$ cat src/memory_space_defines.svh
// Offsets, field positions, reset values and timing counts of the block
`ifndef MEMORY_SPACE_DEFINES_SVH
`define MEMORY_SPACE_DEFINES_SVH

// Configuration space window and register offsets within it
`define CFG_BASE 16'hFF00
`define CFG_MASK 16'hFF00
`define PAGE_OFF 8'hE0
`define MAP_OFF 8'hE2
`define PMM0_OFF 8'hB0
`define PMM2_OFF 8'hB4
`define OCELL_AB_OFF 8'h20
`define OCELL_BC_OFF 8'h21
`define ICELL_A_OFF 8'h0A
`define ICELL_B_OFF 8'h0B
`define ICELL_C_OFF 8'h18

// Reset values
`define MAP_RESET 8'h0C
`define PAGE_RESET 8'h00
`define PMM_RESET 8'h00

// Map register fields
`define MAP_PIO 7
`define MAP_RD_PRI 4
`define MAP_RD_SEC 3
`define MAP_FE_PRI 2
`define MAP_FE_SEC 1
`define MAP_FE_SRAM 0
`define MAP_USED 8'h9F

// Power management fields; blocking bits in register 2
`define FAST_BIT 3
`define BLK_WR 0
`define BLK_RD 1
`define BLK_FE 2
`define BLK_ALE 3
`define BLK_BHE 4
`define PMM2_USED 8'h1F

// Array sizes
`define IN_BUS_W 73
`define GT_W 75
`define PT_CAP 137
`define DT_N 42

// Standby entry: least idle time, rounded up to clock cycles
`define STANDBY_NS 70
`define CLOCK_NS 10
`define STANDBY_CYCLES ((`STANDBY_NS + `CLOCK_NS - 1) / `CLOCK_NS)

`endif

$ cat src/memory_space_pkg.sv
// Types, term tables and term match functions shared by the decode logic
package memory_space_pkg;
`include "memory_space_defines.svh"

  typedef struct packed {
    logic used;
    logic [23:0] mask;
    logic [23:0] value;
  } dterm_t;

  typedef struct packed {
    logic used;
    logic [`GT_W-1:0] mask;
    logic [`GT_W-1:0] value;
  } gterm_t;

  typedef enum logic {PWR_ACTIVE, PWR_STANDBY} power_state_t;

  // Only the configuration window is mapped until the user loads a table
  localparam dterm_t DEFAULT_DTERMS [`DT_N] = '{
    38: '{1'b1, {8'h00, `CFG_MASK}, {8'h00, `CFG_BASE}},
    default: '0
  };

  // Product term over page and address
  function automatic logic dterm_hit(dterm_t t, logic [23:0] in);
    return t.used && ((in & t.mask) == (t.value & t.mask));
  endfunction

  // Product term over the general array input bus
  function automatic logic gterm_hit(gterm_t t, logic [`GT_W-1:0] in);
    return t.used && ((in & t.mask) == (t.value & t.mask));
  endfunction
endpackage

$ cat src/pld_bus_if.sv
// Array input signals shared by the decode and general logic arrays
`timescale 1ns/100ps
interface pld_bus_if;
  logic [15:0] addr;
  logic [7:0] page;
  logic fetch;
  logic rd;
  logic wr;
  logic ale;
  logic bhe;
  logic rst;
  logic pwr_down;
  modport src (output addr, page, fetch, rd, wr, ale, bhe, rst, pwr_down);
  modport sink (input addr, page, fetch, rd, wr, ale, bhe, rst, pwr_down);
endinterface

$ cat src/memory_space_decode.sv
// Memory space map, page register and decode top level
// What this block does
// - Map value 0Ch: fetches reach primary flash, reads the rest.
// - Map bits 2 and 4 both set put primary flash in combined space.
// - Map bits: 7 peripheral mode, 4..0 strobe-to-memory grants.
// - Eight-bit page register, writable and readable by the processor.
// - Page register sits at offset E0h of the register space.
// - All page bits are inputs to the decode array terms.
// - Page bits also feed the general logic array.
// - Fast bit clear: arrays enter standby after about 70 ns idle.
// - Five power register 2 bits block control signals from arrays.
// - Array input bus carries the listed 73 signals.
// - Wide-address mode feeds address bits 19..4 to the arrays.
// - Eight primary sector selects, three product terms each.
// - Four secondary sector selects, three product terms each.
// - One SRAM select from up to two product terms.
// - Register space, test port and two peripheral selects.
// - Three external chip selects without using output macrocells.
// - Sixteen output, 24 input macrocells, 137 product terms.
// - Processor loads output macrocells and reads both kinds back.
// - Programmed logic works from reset with no processor action.
// - Map register starts configured and software may rewrite it.
// - Secondary flash wins where its select overlaps a primary one.
`timescale 1ns/100ps
`include "memory_space_defines.svh"
module memory_space_decode
  import memory_space_pkg::*;
#(
  parameter dterm_t DECODE_TERMS [`DT_N] = DEFAULT_DTERMS,
  parameter gterm_t LOGIC_TERMS [`PT_CAP] = '{default: '0},
  parameter logic [7:0] MAP_INIT = `MAP_RESET
) (
  input wire logic clock,
  input wire logic nrst,
  input wire logic [19:0] address,
  input wire logic program_fetch_strobe_n,
  input wire logic control_line_one_n,
  input wire logic write_strobe_n,
  input wire logic addr_latch,
  input wire logic byte_high_n,
  input wire logic wide_address_mode,
  input wire logic system_reset,
  input wire logic power_down_input,
  input wire logic [7:0] data_in,
  input wire logic [7:0] port_a_in,
  input wire logic [7:0] port_b_in,
  input wire logic [7:0] port_c_in,
  input wire logic [2:0] port_d_in,
  input wire logic secondary_ready,
  output logic [7:0] data_out,
  output logic data_oe,
  output logic [7:0] primary_sector_selects,
  output logic [3:0] secondary_sector_selects,
  output logic sram_select,
  output logic config_select,
  output logic test_port_select,
  output logic [1:0] periph_selects,
  output logic [2:0] external_chip_selects,
  output logic [15:0] macrocell_out,
  output logic standby
);
  pld_bus_if bus ();

  logic [7:0] page_q;
  logic [7:0] page_d;
  logic [7:0] map_q;
  logic [7:0] map_d;
  logic [7:0] pmm0_q;
  logic [7:0] pmm0_d;
  logic [7:0] pmm2_q;
  logic [7:0] pmm2_d;
  logic [7:0] rdata_q;
  logic [7:0] rdata_d;
  logic rd_oe_q;
  logic rd_oe_d;
  logic fetch_raw;
  logic rd_raw;
  logic wr_raw;
  logic [7:0] cfg_off;
  logic cfg_hit;
  logic cfg_wr;
  logic cfg_rd;
  logic [7:0] pri_c;
  logic [3:0] sec_c;
  logic sram_c;
  logic test_c;
  logic [1:0] per_c;
  logic [2:0] ecs_c;
  logic [15:0] ocell_q;
  logic [23:0] icell_q;
  logic standby_c;
  logic [7:0] pri_q;
  logic [3:0] sec_q;
  logic sram_q;
  logic cfg_q;
  logic test_q;
  logic [1:0] per_q;
  logic [2:0] ecs_q;

  // Strobes are active low at the pins
  assign fetch_raw = ~program_fetch_strobe_n;
  assign rd_raw = ~control_line_one_n;
  assign wr_raw = ~write_strobe_n;

  // Array inputs; blocked strobes read as idle inside both arrays
  assign bus.addr = wide_address_mode ? address[19:4] :
                                        address[15:0];
  assign bus.page = page_q;
  assign bus.wr = wr_raw & ~pmm2_q[`BLK_WR];
  assign bus.rd = rd_raw & ~pmm2_q[`BLK_RD];
  assign bus.fetch = fetch_raw & ~pmm2_q[`BLK_FE];
  assign bus.ale = addr_latch & ~pmm2_q[`BLK_ALE];
  assign bus.bhe = ~byte_high_n & ~pmm2_q[`BLK_BHE];
  assign bus.rst = system_reset;
  assign bus.pwr_down = power_down_input;

  decode_array #(
    .TERMS(DECODE_TERMS)
  ) u_decode (
    .bus(bus),
    .map(map_q),
    .primary_sector_selects(pri_c),
    .secondary_sector_selects(sec_c),
    .sram_select(sram_c),
    .config_select(cfg_hit),
    .test_port_select(test_c),
    .periph_selects(per_c)
  );

  general_logic_array #(
    .TERMS(LOGIC_TERMS)
  ) u_logic (
    .clock(clock),
    .nrst(nrst),
    .bus(bus),
    .fast_mode(pmm0_q[`FAST_BIT]),
    .port_a_in(port_a_in),
    .port_b_in(port_b_in),
    .port_c_in(port_c_in),
    .port_d_in(port_d_in),
    .secondary_ready(secondary_ready),
    .ocell_ab_we(cfg_wr && cfg_off == `OCELL_AB_OFF),
    .ocell_bc_we(cfg_wr && cfg_off == `OCELL_BC_OFF),
    .wdata(data_in),
    .ocell_q(ocell_q),
    .icell_q(icell_q),
    .external_chip_selects(ecs_c),
    .standby_q(standby_c)
  );

  // Register space access uses the raw strobes so blocking bits
  // never lock software out of the registers that clear them
  assign cfg_off = address[7:0];
  assign cfg_wr = cfg_hit & wr_raw;
  assign cfg_rd = cfg_hit & rd_raw;

  // Register writes; unused map and power register 2 bits are stored as zero
  always_comb begin
    page_d = page_q;
    map_d = map_q;
    pmm0_d = pmm0_q;
    pmm2_d = pmm2_q;
    if (cfg_wr) begin
      unique case (cfg_off)
        `PAGE_OFF: page_d = data_in;
        `MAP_OFF: map_d = data_in & `MAP_USED;
        `PMM0_OFF: pmm0_d = data_in;
        `PMM2_OFF: pmm2_d = data_in & `PMM2_USED;
        default: ;
      endcase
    end
  end

  // Read-back mux; unmapped offsets read zero
  always_comb begin
    rdata_d = 8'h00;
    rd_oe_d = cfg_rd;
    if (cfg_rd) begin
      unique case (cfg_off)
        `PAGE_OFF: rdata_d = page_q;
        `MAP_OFF: rdata_d = map_q;
        `PMM0_OFF: rdata_d = pmm0_q;
        `PMM2_OFF: rdata_d = pmm2_q;
        `OCELL_AB_OFF: rdata_d = ocell_q[7:0];
        `OCELL_BC_OFF: rdata_d = ocell_q[15:8];
        `ICELL_A_OFF: rdata_d = icell_q[7:0];
        `ICELL_B_OFF: rdata_d = icell_q[15:8];
        `ICELL_C_OFF: rdata_d = icell_q[23:16];
        default: rdata_d = 8'h00;
      endcase
    end
  end

  // Map starts from its configured value, 0Ch splits the spaces
  always_ff @(posedge clock or negedge nrst) begin
    if (!nrst) begin
      page_q <= `PAGE_RESET;
      map_q <= MAP_INIT;
      pmm0_q <= `PMM_RESET;
      pmm2_q <= `PMM_RESET;
      rdata_q <= 8'h00;
      rd_oe_q <= 1'b0;
    end else begin
      page_q <= page_d;
      map_q <= map_d;
      pmm0_q <= pmm0_d;
      pmm2_q <= pmm2_d;
      rdata_q <= rdata_d;
      rd_oe_q <= rd_oe_d;
    end
  end

  // Selects are registered so every output leaves a flip-flop,
  // at the cost of one cycle behind the address
  always_ff @(posedge clock or negedge nrst) begin
    if (!nrst) begin
      pri_q <= '0;
      sec_q <= '0;
      sram_q <= 1'b0;
      cfg_q <= 1'b0;
      test_q <= 1'b0;
      per_q <= '0;
      ecs_q <= '0;
    end else begin
      pri_q <= pri_c;
      sec_q <= sec_c;
      sram_q <= sram_c;
      cfg_q <= cfg_hit;
      test_q <= test_c;
      per_q <= per_c;
      ecs_q <= ecs_c;
    end
  end

  assign data_out = rdata_q;
  assign data_oe = rd_oe_q;
  assign primary_sector_selects = pri_q;
  assign secondary_sector_selects = sec_q;
  assign sram_select = sram_q;
  assign config_select = cfg_q;
  assign test_port_select = test_q;
  assign periph_selects = per_q;
  assign external_chip_selects = ecs_q;
  assign macrocell_out = ocell_q;
  assign standby = standby_c;
endmodule

$ cat src/decode_array.sv
// Address decode: sector, memory, register space and peripheral selects
`timescale 1ns/100ps
`include "memory_space_defines.svh"
module decode_array
  import memory_space_pkg::*;
#(
  parameter dterm_t TERMS [`DT_N] = DEFAULT_DTERMS
) (
  pld_bus_if.sink bus,
  input wire logic [7:0] map,
  output logic [7:0] primary_sector_selects,
  output logic [3:0] secondary_sector_selects,
  output logic sram_select,
  output logic config_select,
  output logic test_port_select,
  output logic [1:0] periph_selects
);
  logic [23:0] term_in;
  logic [7:0] pri_hit;
  logic [3:0] sec_hit;
  logic sram_hit;
  logic [1:0] per_hit;
  logic io_hit;
  logic pri_ok;
  logic sec_ok;
  logic sram_ok;

  assign term_in = {bus.page, bus.addr};

  // Raw address hits, each select an OR of its own product terms
  always_comb begin
    for (int i = 0; i < 8; i++) begin
      pri_hit[i] = dterm_hit(TERMS[3*i], term_in) |
                   dterm_hit(TERMS[3*i+1], term_in) |
                   dterm_hit(TERMS[3*i+2], term_in);
    end
    for (int j = 0; j < 4; j++) begin
      sec_hit[j] = dterm_hit(TERMS[24+3*j], term_in) |
                   dterm_hit(TERMS[25+3*j], term_in) |
                   dterm_hit(TERMS[26+3*j], term_in);
    end
    sram_hit = dterm_hit(TERMS[36], term_in) |
               dterm_hit(TERMS[37], term_in);
    per_hit[0] = dterm_hit(TERMS[40], term_in);
    per_hit[1] = dterm_hit(TERMS[41], term_in);
  end

  // Strobe permissions from the map register; both fetch and read bits
  // set put the primary flash in combined space
  assign pri_ok = (bus.fetch & map[`MAP_FE_PRI]) |
                  (bus.rd & map[`MAP_RD_PRI]) | bus.wr;
  assign sec_ok = (bus.fetch & map[`MAP_FE_SEC]) |
                  (bus.rd & map[`MAP_RD_SEC]) | bus.wr;
  assign sram_ok = (bus.fetch & map[`MAP_FE_SRAM]) | bus.rd | bus.wr;

  // SRAM and register spaces beat flash; secondary beats primary
  assign io_hit = sram_hit | config_select | (|periph_selects);
  assign config_select = dterm_hit(TERMS[38], term_in);
  assign test_port_select = dterm_hit(TERMS[39], term_in);
  assign periph_selects = per_hit & {2{map[`MAP_PIO] & (bus.rd | bus.wr)}};
  assign sram_select = sram_hit & sram_ok;
  assign secondary_sector_selects = sec_hit & {4{~io_hit & sec_ok}};
  assign primary_sector_selects =
    pri_hit & {8{~io_hit & ~(|sec_hit) & pri_ok}};
endmodule

$ cat src/general_logic_array.sv
// General logic array: input bus, macrocells, chip selects and standby
`timescale 1ns/100ps
`include "memory_space_defines.svh"
module general_logic_array
  import memory_space_pkg::*;
#(
  parameter gterm_t TERMS [`PT_CAP] = '{default: '0}
) (
  input wire logic clock,
  input wire logic nrst,
  pld_bus_if.sink bus,
  input wire logic fast_mode,
  input wire logic [7:0] port_a_in,
  input wire logic [7:0] port_b_in,
  input wire logic [7:0] port_c_in,
  input wire logic [2:0] port_d_in,
  input wire logic secondary_ready,
  input wire logic ocell_ab_we,
  input wire logic ocell_bc_we,
  input wire logic [7:0] wdata,
  output logic [15:0] ocell_q,
  output logic [23:0] icell_q,
  output logic [2:0] external_chip_selects,
  output logic standby_q
);
  localparam int unsigned IDLE_N = `STANDBY_CYCLES;
  logic [`IN_BUS_W-1:0] in_bus;
  logic [`GT_W-1:0] term_in;
  logic [`PT_CAP-1:0] hit;
  logic [15:0] ocell_d;
  logic [23:0] icell_d;
  logic [`IN_BUS_W-1:0] prev_q;
  logic [3:0] idle_q;
  logic [3:0] idle_d;
  power_state_t pstate_q;
  power_state_t pstate_d;

  // 73-wide input bus: address, controls, reset, power-down, inputs
  assign in_bus = {secondary_ready, ocell_q, bus.page, port_d_in,
                   icell_q, bus.pwr_down, bus.rst, bus.fetch, bus.rd, bus.wr,
                   bus.addr};
  assign term_in = {bus.bhe, bus.ale, in_bus};

  // Full product term array; first 128 feed macrocells, last 9 selects
  always_comb begin
    for (int k = 0; k < `PT_CAP; k++) begin
      hit[k] = gterm_hit(TERMS[k], term_in);
    end
    for (int j = 0; j < 3; j++) begin
      external_chip_selects[j] = |hit[128+3*j +: 3];
    end
  end

  // Processor load beats the array; input cells pass the pins through
  always_comb begin
    for (int i = 0; i < 16; i++) begin
      ocell_d[i] = |hit[8*i +: 8];
    end
    if (ocell_ab_we) begin
      ocell_d[7:0] = wdata;
    end
    if (ocell_bc_we) begin
      ocell_d[15:8] = wdata;
    end
    icell_d = {port_c_in, port_b_in, port_a_in};
  end

  // Reset clears macrocells; the term table itself needs no loading
  always_ff @(posedge clock or negedge nrst) begin
    if (!nrst) begin
      ocell_q <= '0;
      icell_q <= '0;
    end else begin
      ocell_q <= ocell_d;
      icell_q <= icell_d;
    end
  end

  // Idle counter; only a status, propagation slowdown is not modelled
  always_comb begin
    idle_d = idle_q;
    pstate_d = pstate_q;
    if (fast_mode || in_bus != prev_q) begin
      idle_d = '0;
      pstate_d = PWR_ACTIVE;
    end else if (idle_q < 4'(IDLE_N)) begin
      idle_d = idle_q + 4'd1;
    end else begin
      pstate_d = PWR_STANDBY;
    end
  end

  always_ff @(posedge clock or negedge nrst) begin
    if (!nrst) begin
      prev_q <= '0;
      idle_q <= '0;
      pstate_q <= PWR_ACTIVE;
    end else begin
      prev_q <= in_bus;
      idle_q <= idle_d;
      pstate_q <= pstate_d;
    end
  end
  assign standby_q = (pstate_q == PWR_STANDBY);
endmodule

$ cat config.mk
export PLATFORM = sky130hd
export DESIGN_NAME = memory_space_decode
export DESIGN_NICKNAME = d
export VERILOG_FILES = /design/src/memory_space_pkg.sv /design/src/pld_bus_if.sv /design/src/memory_space_decode.sv /design/src/decode_array.sv /design/src/general_logic_array.sv
export VERILOG_INCLUDE_DIRS = /design/src
export SDC_FILE = /design/constraint.sdc
export NUM_CORES = 1
export LEC_CHECK = 0
export BUFFER_PORTS_ARGS = -buffer_cell sky130_fd_sc_hd__buf_2
export CAP_MARGIN = 20
export CORE_ASPECT_RATIO = 2
export CORE_MARGIN = 5
export CORE_UTILIZATION = 30
export CTS_CLUSTER_SIZE = 28
export DETAILED_ROUTE_END_ITERATION = 6
export PLACE_DENSITY_LB_ADDON = 0.25
export REMOVE_ABC_BUFFERS = 1
export SYNTH_ARGS = -nofsm -noshare
export SYNTH_HDL_FRONTEND = slang
export SYNTH_SLANG_ARGS = --single-unit
$ cat constraint.sdc
create_clock -name clock -period 2.6 [get_ports clock]
set_input_delay 0.52 -clock clock [delete_from_list [all_inputs] [get_ports clock]]
set_output_delay 0.52 -clock clock [all_outputs]
set_load 0.1 [all_outputs]
Word-level counts from Yosys, hierarchy flattened
Index checks and enable logic that the tools add are counted.

Add/subtract/negate cells: 1. Order comparisons: 1. Equal/unequal tests: 12. Multiplexer cells: 9. Bitwise operators: 11. Reductions and logical operators: 8.

Operators by type and width (count): $ne A73 B73 Y1 (1); $pmux W8 S9 (1); $eq A8 B8 Y1 const B (5); $mux W8 (3); $eq A8 B4 Y1 const B (2); $eq A8 B6 Y1 const B (2); $mux W16 (1); $eq A8 B5 Y1 const B (1); $mux W4 (2); $reduce_and A2 Y1 (4); $not A1 Y1 (6); $and A1 B1 Y1 (5); $add A4 B1 Y4 const B (1); $lt A4 B3 Y1 const B (1); $logic_and A1 B1 Y1 (2); $mux W1 (2); $ne A2 B1 Y1 const B (1); $reduce_bool A2 Y1 (1); $logic_or A1 B1 Y1 (1).

Register bits: 155. Input port bits: 66. Output and inout bits: 46. Word-level logic and storage cells: 54.

Longest topological paths before layout
Gate-level depths: netlist of run 1.

Depth after elaboration: 5. Gate-level depth with buffers: 7. Depth with buffers taken out: 5.

Hierarchy
Synthesis of run 1 repeated with hierarchy kept, for this count alone.

Cells, all modules: 485. Area total of the unflattened synthesis: 6804.0 µm².

By module, submodules not included: general_logic_array (times used 1, cells an instance 252, area each 3971.3 µm², seq. area each 2952.8 µm²); memory_space_decode (times used 1, cells an instance 213, area each 2692.6 µm², seq. area each 1403.8 µm²); decode_array (times used 1, cells an instance 20, area each 140.1 µm², seq. area each 0.0 µm²).

Least setup slack after synthesis of run 1
Ideal clock, no wire load.

Path kind: reg2reg. From: reg u_logic.ocell_q[1]. To: reg u_logic.idle_q[0]. Library setup time: 101 ps. Data arrival time: 2445 ps. Required time: 2499 ps. Path slack: 54 ps. Cell stages (with the launch flop): 6. Path buffers: 0. Period minus slack after synthesis: 2546 ps. Cell sequence: dfrtp_1 -> inv_1 -> a2111oi_0 -> o2111ai_1 -> or4_1 -> nor4_1.

Word-level cells in the longest chain between the ends: 3. Elaborated cells on any way between the ends: 4. Classes of those cells: eq/ne (1); mux (1); reduce/logical (2).

RTL lines: start: declaration (RTL line general_logic_array.sv:21) `output logic [15:0] ocell_q,`; start signal: assignment (RTL line general_logic_array.sv:74) `ocell_q <= ocell_d;`; $ne A73 B73 Y1 (*) (RTL line general_logic_array.sv:83) `if (fast_mode || in_bus != prev_q) begin`; $logic_or A1 B1 Y1 (*) (RTL line general_logic_array.sv:83); $mux W4 / $reduce_bool A2 Y1 (equally long branches); end signal: assignment (RTL line general_logic_array.sv:100) `idle_q <= idle_d;`; end: declaration (RTL line general_logic_array.sv:33) `logic [3:0] idle_q;`.

Every way passes the cells marked *; elsewhere a longest branch is shown, timed or not. A chain may end at the register's enable or synchronous reset.

Worst setup path in the final report of run 1
From: reg u_logic.icell_q[22]. To: reg u_logic.idle_q[3].

Word-level cells in the longest chain between the ends: 3. Elaborated cells on any way between the ends: 4. Classes of those cells: eq/ne (1); mux (1); reduce/logical (2).

RTL lines: start: declaration (RTL line general_logic_array.sv:22) `output logic [23:0] icell_q,`; start signal: assignment (RTL line general_logic_array.sv:75) `icell_q <= icell_d;`; $ne A73 B73 Y1 (*) (RTL line general_logic_array.sv:83); $logic_or A1 B1 Y1 (*) (RTL line general_logic_array.sv:83); $mux W4 / $reduce_bool A2 Y1 (equally long branches).

Marks and branches as above.

==> insert_results.sql, run 1 <==
INSERT INTO impl_metrics (metric_group, metric, value, unit) VALUES
('outcome', 'status', 'finished, final reports clean', ''),
('timing', 'totalNegativeSetupSlack', '0', 'ns'),
('yosys', 'synth_seq_area_share', '0.602', ''),
('drt', 'postRouteWirelength', '18100', 'µm'),
('timing', 'relSlewSlack', '0.594', ''),
('cells_and_area', 'num_antenna_cells', '0', ''),
('die', 'row_cnt', '76', ''),
('yosys', 'yosys.cell_types.count', '54', ''),
('placement', 'place_area', '0.00741', 'mm²'),
('die', 'floorplan.die.width', '114', 'µm'),
('critical_path', 'setup.worst_path.start_class', 'flip-flop', ''),
('cells_and_area', 'fin_nets', '695', ''),
('cells_and_area', 'drive_above_1_share', '0.328', ''),
('timing', 'slew_viol_final', '0', ''),
('timing', 'share_of_the_cycle_needed_by_the_critical_path_after_routing', '0.909', ''),
('cells_and_area', 'syn_to_final_growth', '23.3', '%'),
('grt', 'globalRoute.totalOverflow', '0', ''),
('grt', 'antenna_violations_before_repair', '0', ''),
('yosys', 'synth_warnings', '0', ''),
('die', 'die-area', '0.0247', 'mm²'),
('grt', 'largest_net_degree_at_the_start_of_global_routing', '66', ''),
('drt', 'drc', '0', ''),
('die', 'die_h', '217', 'µm'),
('grt', 'grt_use_total', '0.151', ''),
('yosys', 'synth_area_per_cell', '13.0', 'µm²'),
('drt', 'drt-vias-per-instance', '4.71', ''),
('drt', 'antenna_violating_nets_post_route', '0', ''),
('timing', 'grt_setup_unrepaired', 'false', ''),
('yosys', 'synth_common_cells', 'sky130_fd_sc_hd__dfrtp_1, sky130_fd_sc_hd__mux2_2, sky130_fd_sc_hd__xnor2_1, sky130_fd_sc_hd__xor2_1, sky130_fd_sc_hd__buf_4', ''),
('timing', 'finalHoldViolCount', '0', ''),
('critical_path', 'timing_worst_setup_path_type', 'flip-flop to flip-flop', ''),
('critical_path', 'r2r_setup_slack', '0.24', 'ns'),
('yosys', 'main_area_contributors_after_synthesis', 'sky130_fd_sc_hd__dfrtp_1, sky130_fd_sc_hd__mux2_2, sky130_fd_sc_hd__xnor2_1', ''),
('placement', 'dp.final_hpwl', '14000', 'µm'),
('timing', 'worst_pin_slew', '0.607', 'ns'),
('clocking', 'total_cts_buffers', '17', ''),
('critical_path', 'critical_path_required', '2.91', 'ns'),
('yosys', 'synth-edff-count', '0', ''),
('min_path', 'hold_path_class', 'input port to asynchronous set/reset pin', ''),
('drt', 'num_vias', '4299', ''),
('cells_and_area', 'total_non_filler_cell_area_in_the_finished_layout', '0.00795', 'mm²'),
('critical_path', 'critical_path.max_fanout', '5', ''),
('power', 'vdd.ir_drop.worst', '0.000299', 'V'),
('placement', 'io_port_bufs', '90', ''),
('yosys', 'ys.flop_type', 'sky130_fd_sc_hd__dfrtp_1', ''),
('die', 'top_level_ports', '112', ''),
('critical_path', 'worst-endpoint-arrival', '2.67', 'ns'),
('placement', 'final_gp_congestion', '0.830', ''),
('drt', 'wl_per_cell', '19.8', 'µm'),
('cells_and_area', 'fill_count', '2091', ''),
('timing', 'fin_worst_skew', '0.00540', 'ns'),
('yosys', 'synth.ff_latch_count', '155', ''),
('timing', 'fmax', '423', 'MHz'),
('timing', 'setup_viol_count_final', '0', ''),
('grt', 'grt_pass1_wl', '27200', 'µm'),
('yosys', 'synth_top_cell_area_share', '0.594', ''),
('yosys', 'yosys.cell_count.top_type', 'sky130_fd_sc_hd__dfrtp_1', ''),
('yosys', 'synthesis.instances', '495', ''),
('clocking', 'clk-insertion-delay-late', '0.43', 'ns'),
('yosys', 'async_flop_share', '1.00', ''),
('die', 'fp.coreArea', '0.0214', 'mm²'),
('clocking', 'htree_levels', '4', ''),
('clocking', 'clock_tree_from_tritoncts', 'done', ''),
('clocking', 'clk_path_buf_depth', '2', ''),
('timing', 'finalCriticalPeriod', '2.36', 'ns'),
('drt', 'drt-pass1-iter-count', '4', ''),
('clocking', 'clkSlewWorstSetupHoldPaths', '0.06', 'ns'),
('drt', 'detail_route.iter0.violations', '212', ''),
('clocking', 'cts.sinks', '155', ''),
('yosys', 'synthDominantAreaCellType', 'sky130_fd_sc_hd__dfrtp_1', ''),
('clocking', 'postCtsSetupBuffers', '0', ''),
('grt', 'first_global_vias', '4675', ''),
('clocking', 'cts.root.buffer_cell', 'sky130_fd_sc_hd__clkbuf_16', ''),
('power', 'power.density', '663', 'mW/mm²'),
('die', 'initial_utilization', '0.301', ''),
('critical_path', 'worstSetupEndpointType', 'flip-flop', ''),
('run', 'cap_viol_max_count', '0', ''),
('yosys', 'synthesis.area', '0.00645', 'mm²'),
('power', 'leakage_power', '3.80', 'nW');
[cells by family (layout without fill, tap and decap cells)]
family / after synthesis / in the layout / synth area share
XOR/XNOR: 60 / 60 / 0.0815
other: 1 / 19 / 0.000582
flip-flops: 155 / 155 / 0.602
adder cells (fa/ha/maj): 1 / 1 / 0.00194
AO/OA/AOI/OAI: 64 / 64 / 0.0689
multiplexers: 60 / 60 / 0.102
buffers and inverters: 49 / 176 / 0.0431
AND/OR/NAND/NOR: 105 / 105 / 0.100
[timing repair]
action                     CTS  global route
gates resized for setup      0             1
hold buffers                 0             0
setup endpoints to repair    0             3
[worst max-delay path: stages (launching register included)]
cell and delay [ns]:
sky130_fd_sc_hd__dfrtp_1 0.47, sky130_fd_sc_hd__xor2_1 0.18, sky130_fd_sc_hd__nor4_1 0.48, sky130_fd_sc_hd__nand4_1 0.16
sky130_fd_sc_hd__or4_1 0.59, sky130_fd_sc_hd__nor4_1 0.35
[area by class of cell]
type | instances | area [µm²] | area share
flip-flops and latches | 155 | 3880 | 0.488
multi-input cells | 309 | 2360 | 0.296
inverters | 20 | 75.1 | 0.00944
clock inverters | 14 | 114 | 0.0143
well taps | 273 | 342 | 0.0430
clock buffers | 17 | 425 | 0.0535
repair buffers | 125 | 757 | 0.0952
[per-layer routing]
metal,GRT usage,part of all wire,routed length (µm)
met2,0.284,0.59,10600
met3,0.0314,0.036,649
met4,0.0882,0.038,688
met5,0,0,0
met1,0.147,0.34,6080
[worst paths after layout]
check,start,to,cells past startpoint
min reg2reg,u_logic.icell_q[6],u_logic.prev_q[27],0
min,nrst,data_out[1],1
max,u_logic.icell_q[22],u_logic.idle_q[3],5
max reg2reg,u_logic.icell_q[22],u_logic.idle_q[3],5
max in group asynchronous,nrst,u_logic.prev_q[10],2
min in group clock,port_c_in[6],u_logic.icell_q[22],1
[placed cells by master (no fill, tap or decap), types with 14 or more instances in the layout]
cell type                   netlist  final
sky130_fd_sc_hd__mux2i_1         16     16
sky130_fd_sc_hd__buf_2            3     89
sky130_fd_sc_hd__inv_1           20     20
sky130_fd_sc_hd__buf_4           22     32
sky130_fd_sc_hd__xor2_1          30     30
sky130_fd_sc_hd__dfrtp_1        153    153
sky130_fd_sc_hd__mux2_2          44     44
sky130_fd_sc_hd__a22oi_1         14     14
sky130_fd_sc_hd__a21oi_1         14     14
sky130_fd_sc_hd__clkbuf_16        0     17
sky130_fd_sc_hd__and2_1          17     17
sky130_fd_sc_hd__nor4_1          14     14
sky130_fd_sc_hd__xnor2_1         30     30
sky130_fd_sc_hd__conb_1           1     19
[power by group]
group | internal (mW) | total (mW) | leakage (nW) | switching, mW
combinational | 0.158 | 0.476 | 1.56 | 0.318
clock | 1.23 | 2.27 | 0.248 | 1.04
sequential | 2.48 | 2.53 | 1.99 | 0.0493
[state kept, by name, indices dropped and copies added (netlist names)]
signal	cells
u_logic.prev_q	73
u_logic.icell_q	24
u_logic.ocell_q	16
bus.page	8
data_out	8
pmm0_q	8
map_q	6
pmm2_q	5
u_logic.idle_q	4
config_select	1
data_oe	1
u_logic.standby_q	1
[metrics by stage]
step | hold slack (ns) | util | instances | power [mW] | worst slack [ns]
floorplan | 0.224 | - | 484 | 2.82 | 0.0543
global placement | 0.415 | 0.346 | 882 | 3.04 | 0.112
detailed placement | 0.414 | 0.346 | 882 | 3.05 | 0.0513
CTS | 0.0827 | 0.372 | 913 | 5.34 | 0.196
global route | 0.113 | 0.372 | 913 | 5.47 | 0.123
finish | 0.0672 | 0.372 | 913 | 5.27 | 0.237
No activity file was read; power rests on OpenSTA's default activity.
==> inputs of run 2 (changes only) <==
--- a/config.mk
+++ b/config.mk
@@ -11,8 +11,10 @@
 export CORE_ASPECT_RATIO = 2
 export CORE_MARGIN = 5
 export CORE_UTILIZATION = 30
+export CTS_BUF_LIST = sky130_fd_sc_hd__clkbuf_2 sky130_fd_sc_hd__clkbuf_4 sky130_fd_sc_hd__clkbuf_8
 export CTS_CLUSTER_SIZE = 28
 export DETAILED_ROUTE_END_ITERATION = 6
+export GPL_ROUTABILITY_DRIVEN = 0
 export PLACE_DENSITY_LB_ADDON = 0.25
 export REMOVE_ABC_BUFFERS = 1
 export SYNTH_ARGS = -nofsm -noshare
==> insert_results.sql, run 2 (synthesis results as in run 1) <==
INSERT INTO impl_metrics (metric_group, metric, value, unit) VALUES
('power', 'power.share.switching', '0.285', ''),
('cells_and_area', 'biggestRegsByFlops', 'u_logic.prev_q (73), u_logic.icell_q (24), u_logic.ocell_q (16)', ''),
('grt', 'grt_use_total', '0.150', ''),
('die', 'die_h', '217', 'µm'),
('critical_path', 'r2r_setup_slack', '0.25', 'ns'),
('drt', 'wl_met1', '5970', 'µm'),
('clocking', 'cts.root.buffer_cell', 'sky130_fd_sc_hd__clkbuf_8', ''),
('die', 'fp.coreArea', '0.0214', 'mm²'),
('die', 'floorplan.die.width', '114', 'µm'),
('critical_path', 'worstSetupEndpointType', 'flip-flop', ''),
('timing', 'finalCriticalPeriod', '2.35', 'ns'),
('power', 'share_comb_of_total_power', '0.103', ''),
('timing', 'totalNegativeSetupSlack', '0', 'ns'),
('outcome', 'status', 'finished, final reports clean', ''),
('cells_and_area', 'fin_nets', '695', ''),
('grt', 'largest_net_degree_at_the_start_of_global_routing', '66', ''),
('drt', 'num_vias', '4302', ''),
('timing', 'share_of_the_cycle_needed_by_the_critical_path_after_routing', '0.905', ''),
('power', 'switching_power', '1.32', 'mW'),
('min_path', 'hold_path_class', 'input port to asynchronous set/reset pin', ''),
('drt', 'drt-pass1-iter-count', '4', ''),
('drt', 'drc', '0', ''),
('drt', 'antenna_violating_nets_post_route', '0', ''),
('die', 'top_level_ports', '112', ''),
('critical_path', 'critical_path_required', '2.95', 'ns'),
('power', 'vdd.ir_drop.worst', '0.000249', 'V'),
('clocking', 'htree_levels', '4', ''),
('drt', 'routed_wl_met3', '763', 'µm'),
('critical_path', 'timing_worst_setup_path_type', 'flip-flop to flip-flop', ''),
('power', 'clock_power_share', '0.351', ''),
('power', 'power_report.internal_total', '3.30', 'mW'),
('drt', 'postRouteWirelength', '18000', 'µm'),
('drt', 'route.top_layer_used', 'met4', ''),
('critical_path', 'worst-endpoint-arrival', '2.71', 'ns'),
('critical_path', 'cp-startpoint', 'u_logic.icell_q[22]', ''),
('power', 'power.density', '595', 'mW/mm²'),
('drt', 'wl_per_cell', '19.7', 'µm'),
('drt', 'detail_route.iter0.violations', '239', ''),
('timing', 'fin_worst_skew', '0.00778', 'ns'),
('cells_and_area', 'num_antenna_cells', '0', ''),
('timing', 'relSlewSlack', '0.598', ''),
('cells_and_area', 'syn_to_final_growth', '20.4', '%'),
('timing', 'worst_pin_slew', '0.602', 'ns'),
('timing', 'finalHoldWorstSlack', '0.0283', 'ns'),
('clocking', 'clkSlewWorstSetupHoldPaths', '0.09', 'ns'),
('power', 'leakage_power', '3.71', 'nW'),
('timing', 'slew_viol_final', '0', ''),
('critical_path', 'end_of_the_worst_register_to_register_path', 'u_logic.idle_q[3]', ''),
('run', 'cap_viol_max_count', '0', ''),
('drt', 'wl_met2', '10400', 'µm'),
('grt', 'antenna_violations_before_repair', '0', ''),
('die', 'die-area', '0.0247', 'mm²'),
('timing', 'finalHoldViolCount', '0', ''),
('clocking', 'total_cts_buffers', '17', ''),
('cells_and_area', 'max_ffs_per_register', '73', ''),
('placement', 'place_area', '0.00741', 'mm²'),
('timing', 'fmax', '425', 'MHz'),
('grt', 'grt_pass1_wl', '27100', 'µm'),
('critical_path', 'worstReg2RegStart', 'u_logic.icell_q[22]', ''),
('die', 'initial_utilization', '0.301', ''),
('placement', 'io_port_bufs', '90', ''),
('critical_path', 'critical_path.max_fanout', '5', ''),
('cells_and_area', 'registers.top_by_ff_count', 'u_logic.prev_q', ''),
('die', 'row_cnt', '76', ''),
('clocking', 'clk-insertion-delay-late', '0.46', 'ns'),
('cells_and_area', 'commonest_non_fill_non_tap_cell_in_the_layout', 'sky130_fd_sc_hd__dfrtp_1', ''),
('timing', 'grt_setup_unrepaired', 'false', ''),
('cells_and_area', 'commonest_non_fill_non_tap_cells_in_the_layout', 'sky130_fd_sc_hd__dfrtp_1, sky130_fd_sc_hd__buf_2, sky130_fd_sc_hd__mux2_2', ''),
('critical_path', 'worst-r2r-cell-count', '5', ''),
('cells_and_area', 'total_non_filler_cell_area_in_the_finished_layout', '0.00776', 'mm²'),
('grt', 'first_global_vias', '4651', ''),
('cells_and_area', 'drive_above_1_share', '0.328', ''),
('critical_path', 'setup.worst_path.start_class', 'flip-flop', ''),
('clocking', 'clock_tree_from_tritoncts', 'done', ''),
('timing', 'setup_viol_count_final', '0', ''),
('drt', 'drt-vias-per-instance', '4.71', ''),
('placement', 'dp.final_hpwl', '14000', 'µm'),
('grt', 'globalRoute.totalOverflow', '0', ''),
('clocking', 'cts.sinks', '155', ''),
('clocking', 'clk_path_buf_depth', '2', ''),
('power', 'seq_power_share', '0.546', '');
## run 2: cell types whose count changed in the layout (fill, tap and decap cells not counted)
cell                        previous run  this run
sky130_fd_sc_hd__clkbuf_16            17         0
sky130_fd_sc_hd__clkbuf_8              0        17
## run 2: power groups by stage
stage / registers (mW) / clock network [mW] / logic, mW
final: 2.52 / 1.62 / 0.476
after global routing: 2.53 / 1.77 / 0.516
after CTS: 2.52 / 1.69 / 0.483
after detailed placement: 2.57 / 0 / 0.480
after global placement: 2.57 / 0 / 0.475
after floorplan: 2.55 / 0 / 0.267
## run 2: per-layer routing
metal	GRT usage	vias up
li1	-	1972
met4	0.0903	0
met1	0.145	2160
met3	0.0323	40
met5	0	-
met2	0.283	130
## run 2: how the worst max path moves through the flow
stage                             end  slack, ns  depth (start not counted)
CTS                 u_logic.idle_q[3]       0.17                          6
floorplan           u_logic.idle_q[0]       0.05                          5
global route        u_logic.idle_q[3]       0.12                          5
finish              u_logic.idle_q[3]       0.25                          5
global placement          bus.page[1]       0.11                          7
detailed placement  u_logic.idle_q[3]       0.05                          7
## run 2: critical path: stages (launching register included)
cell	delay [ns]
sky130_fd_sc_hd__dfrtp_1	0.48
sky130_fd_sc_hd__xor2_1	0.18
sky130_fd_sc_hd__nor4_1	0.48
sky130_fd_sc_hd__nand4_1	0.16
sky130_fd_sc_hd__or4_1	0.60
sky130_fd_sc_hd__nor4_1	0.34
## run 2: cell type report
type,instances,area [µm²]
Clock buffer,17,234
Multi-Input combinational cell,309,2360
Fill cell,2116,13600
Clock inverter,14,114
Sequential cell,155,3880
Tap cell,273,342
Timing Repair Buffer,125,757
Inverter,20,75.1
## run 2: per-stage QoR
step                 util  worst slack, ns  std cells  power [mW]
finish              0.363            0.246        913        4.62
global route        0.363            0.117        913        4.82
CTS                 0.363            0.174        913        4.70
detailed placement  0.346           0.0513        882        3.05
global placement    0.346            0.112        882        3.04
floorplan               -           0.0543        484        2.82
## run 2: repair_timing
item	in CTS	in global routing
setup buffers	0	0
resized for setup	0	1
hold buffers	0	0
endpoints found under the setup margin	0	2
==> inputs of run 3 (changes only) <==
--- a/config.mk
+++ b/config.mk
@@ -9,7 +9,6 @@
 export BUFFER_PORTS_ARGS = -buffer_cell sky130_fd_sc_hd__buf_2
 export CAP_MARGIN = 20
 export CORE_ASPECT_RATIO = 2
-export CORE_MARGIN = 5
 export CORE_UTILIZATION = 30
 export CTS_BUF_LIST = sky130_fd_sc_hd__clkbuf_2 sky130_fd_sc_hd__clkbuf_4 sky130_fd_sc_hd__clkbuf_8
 export CTS_CLUSTER_SIZE = 28
==> constraint.sdc (replaced) <==
create_clock -name clock -period 2.6 [get_ports clock]
set_input_delay 0.52 -clock clock [delete_from_list [all_inputs] [get_ports clock]]
set_output_delay 0.52 -clock clock [all_outputs]
set_load 0.05 [all_outputs]
==> insert_results.sql, run 3 (synthesis results as in run 1) <==
INSERT INTO impl_metrics (metric_group, metric, value, unit) VALUES
('critical_path', 'critical_path_required', '2.97', 'ns'),
('grt', 'first_global_vias', '4773', ''),
('grt', 'grt_use_total', '0.170', ''),
('critical_path', 'worstSetupEndpointType', 'flip-flop', ''),
('critical_path', 'cp-startpoint', 'bus.page[6]', ''),
('cells_and_area', 'commonest_non_fill_non_tap_cells_in_the_layout', 'sky130_fd_sc_hd__dfrtp_1, sky130_fd_sc_hd__buf_2, sky130_fd_sc_hd__mux2_2', ''),
('die', 'initial_utilization', '0.307', ''),
('grt', 'grt_pass1_wl', '27300', 'µm'),
('cells_and_area', 'fin_nets', '693', ''),
('timing', 'share_of_the_cycle_needed_by_the_critical_path_after_routing', '0.871', ''),
('timing', 'grt_setup_unrepaired', 'false', ''),
('cells_and_area', 'commonest_non_fill_non_tap_cell_in_the_layout', 'sky130_fd_sc_hd__dfrtp_1', ''),
('grt', 'use_met1', '0.166', ''),
('min_path', 'hold_path_class', 'input port to flip-flop', ''),
('timing', 'setup_viol_count_final', '0', ''),
('drt', 'antenna_violating_nets_post_route', '0', ''),
('drt', 'num_vias', '4276', ''),
('clocking', 'htree_levels', '4', ''),
('die', 'die_h', '209', 'µm'),
('timing', 'relSlewSlack', '0.545', ''),
('placement', 'dp.final_hpwl', '13500', 'µm'),
('grt', 'global_route.usage.met3', '0.0323', ''),
('timing', 'worst_pin_slew', '0.673', 'ns'),
('critical_path', 'timing_worst_setup_path_type', 'flip-flop to flip-flop', ''),
('clocking', 'postCtsHoldBufs', '1', ''),
('power', 'leakage_power', '3.74', 'nW'),
('timing', 'finalCriticalPeriod', '2.26', 'ns'),
('grt', 'use_met2', '0.318', ''),
('grt', 'grt_busiest_layer', 'met2', ''),
('clocking', 'cts.sinks', '155', ''),
('critical_path', 'worst-r2r-cell-count', '6', ''),
('clocking', 'clk_path_buf_depth', '2', ''),
('timing', 'fin_worst_skew', '0.00933', 'ns'),
('grt', 'antenna_violations_before_repair', '0', ''),
('clocking', 'clkSlewWorstSetupHoldPaths', '0.09', 'ns'),
('cells_and_area', 'registers.top_by_ff_count', 'u_logic.prev_q', ''),
('power', 'power.density', '611', 'mW/mm²'),
('die', 'row_cnt', '75', ''),
('grt', 'largest_net_degree_at_the_start_of_global_routing', '60', ''),
('drt', 'drt-vias-per-instance', '4.71', ''),
('run', 'cap_viol_max_count', '0', ''),
('drt', 'drc', '0', ''),
('clocking', 'postCtsResizedCells', '0', ''),
('min_path', 'worst_hold_startpoint', 'port_c_in[5]', ''),
('timing', 'finalHoldViolCount', '0', ''),
('cells_and_area', 'biggestRegsByFlops', 'u_logic.prev_q (73), u_logic.icell_q (24), u_logic.ocell_q (16)', ''),
('min_path', 'min_path_cells', '1', ''),
('placement', 'dp_worst_setup_slack', '0.0822', 'ns'),
('drt', 'wl_per_cell', '19.2', 'µm'),
('die', 'floorplan.die.width', '106', 'µm'),
('timing', 'fmax', '442', 'MHz'),
('cells_and_area', 'num_antenna_cells', '0', ''),
('power', 'vdd.ir_drop.worst', '0.000312', 'V'),
('clocking', 'clock_tree_from_tritoncts', 'done', ''),
('timing', 'totalNegativeSetupSlack', '0', 'ns'),
('drt', 'drt-pass1-iter-count', '4', ''),
('clocking', 'postCtsSetupBuffers', '0', ''),
('grt', 'globalRoute.totalOverflow', '0', ''),
('die', 'fp.coreArea', '0.0210', 'mm²'),
('placement', 'placed_cells', '875', ''),
('critical_path', 'r2r_setup_slack', '0.34', 'ns'),
('critical_path', 'worst-endpoint-arrival', '2.63', 'ns'),
('critical_path', 'worstReg2RegStart', 'bus.page[6]', ''),
('timing', 'finalWorstSetupSlack', '0.336', 'ns'),
('outcome', 'status', 'finished, final reports clean', ''),
('placement', 'io_port_bufs', '90', ''),
('cells_and_area', 'syn_to_final_growth', '20.9', '%'),
('min_path', 'hold_path_end', 'u_logic.icell_q[21]', ''),
('clocking', 'clk-insertion-delay-late', '0.47', 'ns'),
('timing', 'slew_viol_final', '0', ''),
('cells_and_area', 'drive_above_1_share', '0.326', ''),
('clocking', 'cts.root.buffer_cell', 'sky130_fd_sc_hd__clkbuf_8', ''),
('die', 'die-area', '0.0221', 'mm²'),
('critical_path', 'setup.worst_path.start_class', 'flip-flop', ''),
('critical_path', 'critical_path.max_fanout', '5', ''),
('cells_and_area', 'max_ffs_per_register', '73', ''),
('drt', 'postRouteWirelength', '17400', 'µm'),
('drt', 'detail_route.iter0.violations', '217', ''),
('die', 'top_level_ports', '112', ''),
('cells_and_area', 'layout.cells.non_filler', '908', ''),
('clocking', 'total_cts_buffers', '17', ''),
('critical_path', 'end_of_the_worst_register_to_register_path', 'u_logic.idle_q[0]', '');
==> run 3: stage by stage <==
| stage | util | total power, mW | area, µm² | hold WS [ns] |
|---|---|---|---|---|
| after floorplan | - | 2.76 | 6310 | 0.224 |
| after detailed placement | 0.351 | 2.99 | 7380 | 0.412 |
| after CTS | 0.371 | 4.84 | 7790 | 0.106 |
| after global placement | 0.351 | 2.98 | 7380 | 0.411 |
| final | 0.371 | 4.76 | 7790 | 0.147 |
| after global routing | 0.371 | 4.99 | 7790 | 0.116 |
==> run 3: worst max-delay path by stage <==
stage	endpoint	slack, ns	depth (start not counted)
floorplan	bus.page[0]	0.15	5
global placement	data_out[6]	0.09	7
detailed placement	u_logic.idle_q[0]	0.08	7
CTS	u_logic.idle_q[3]	0.31	5
global route	u_logic.idle_q[2]	0.14	6
finish	u_logic.idle_q[0]	0.34	6
==> run 3: layout make-up <==
type                       count  area [µm²]
tap                          269         337
clock inverter                14         159
fill                        2123       13200
multi-input combinational    309        2350
timing repair buffer         123         744
clock buffer                  18         241
inverter                      20        75.1
sequential                   155        3880
==> run 3: where the power goes <==
part	switching (mW)	total (mW)	internal, mW	leakage [nW]
logic	0.257	0.413	0.156	1.55
registers	0.0491	2.52	2.47	1.99
clock network	0.944	1.83	0.882	0.199
total	1.25	4.76	3.51	3.74
==> run 3: worst max-delay path, stage by stage (launching register included) <==
cell	delay (ns)
sky130_fd_sc_hd__dfrtp_1	0.43
sky130_fd_sc_hd__nor2b_1	0.15
sky130_fd_sc_hd__a2111oi_0	0.38
sky130_fd_sc_hd__buf_4	0.20
sky130_fd_sc_hd__o2111ai_1	0.09
sky130_fd_sc_hd__or4_1	0.60
sky130_fd_sc_hd__nor4_1	0.32
==> run 3: metal layers <==
layer	vias up	part of all wire
li1	1972	-
met1	2157	0.34
met5	-	0
met2	106	0.57
met4	0	0.056
met3	41	0.026
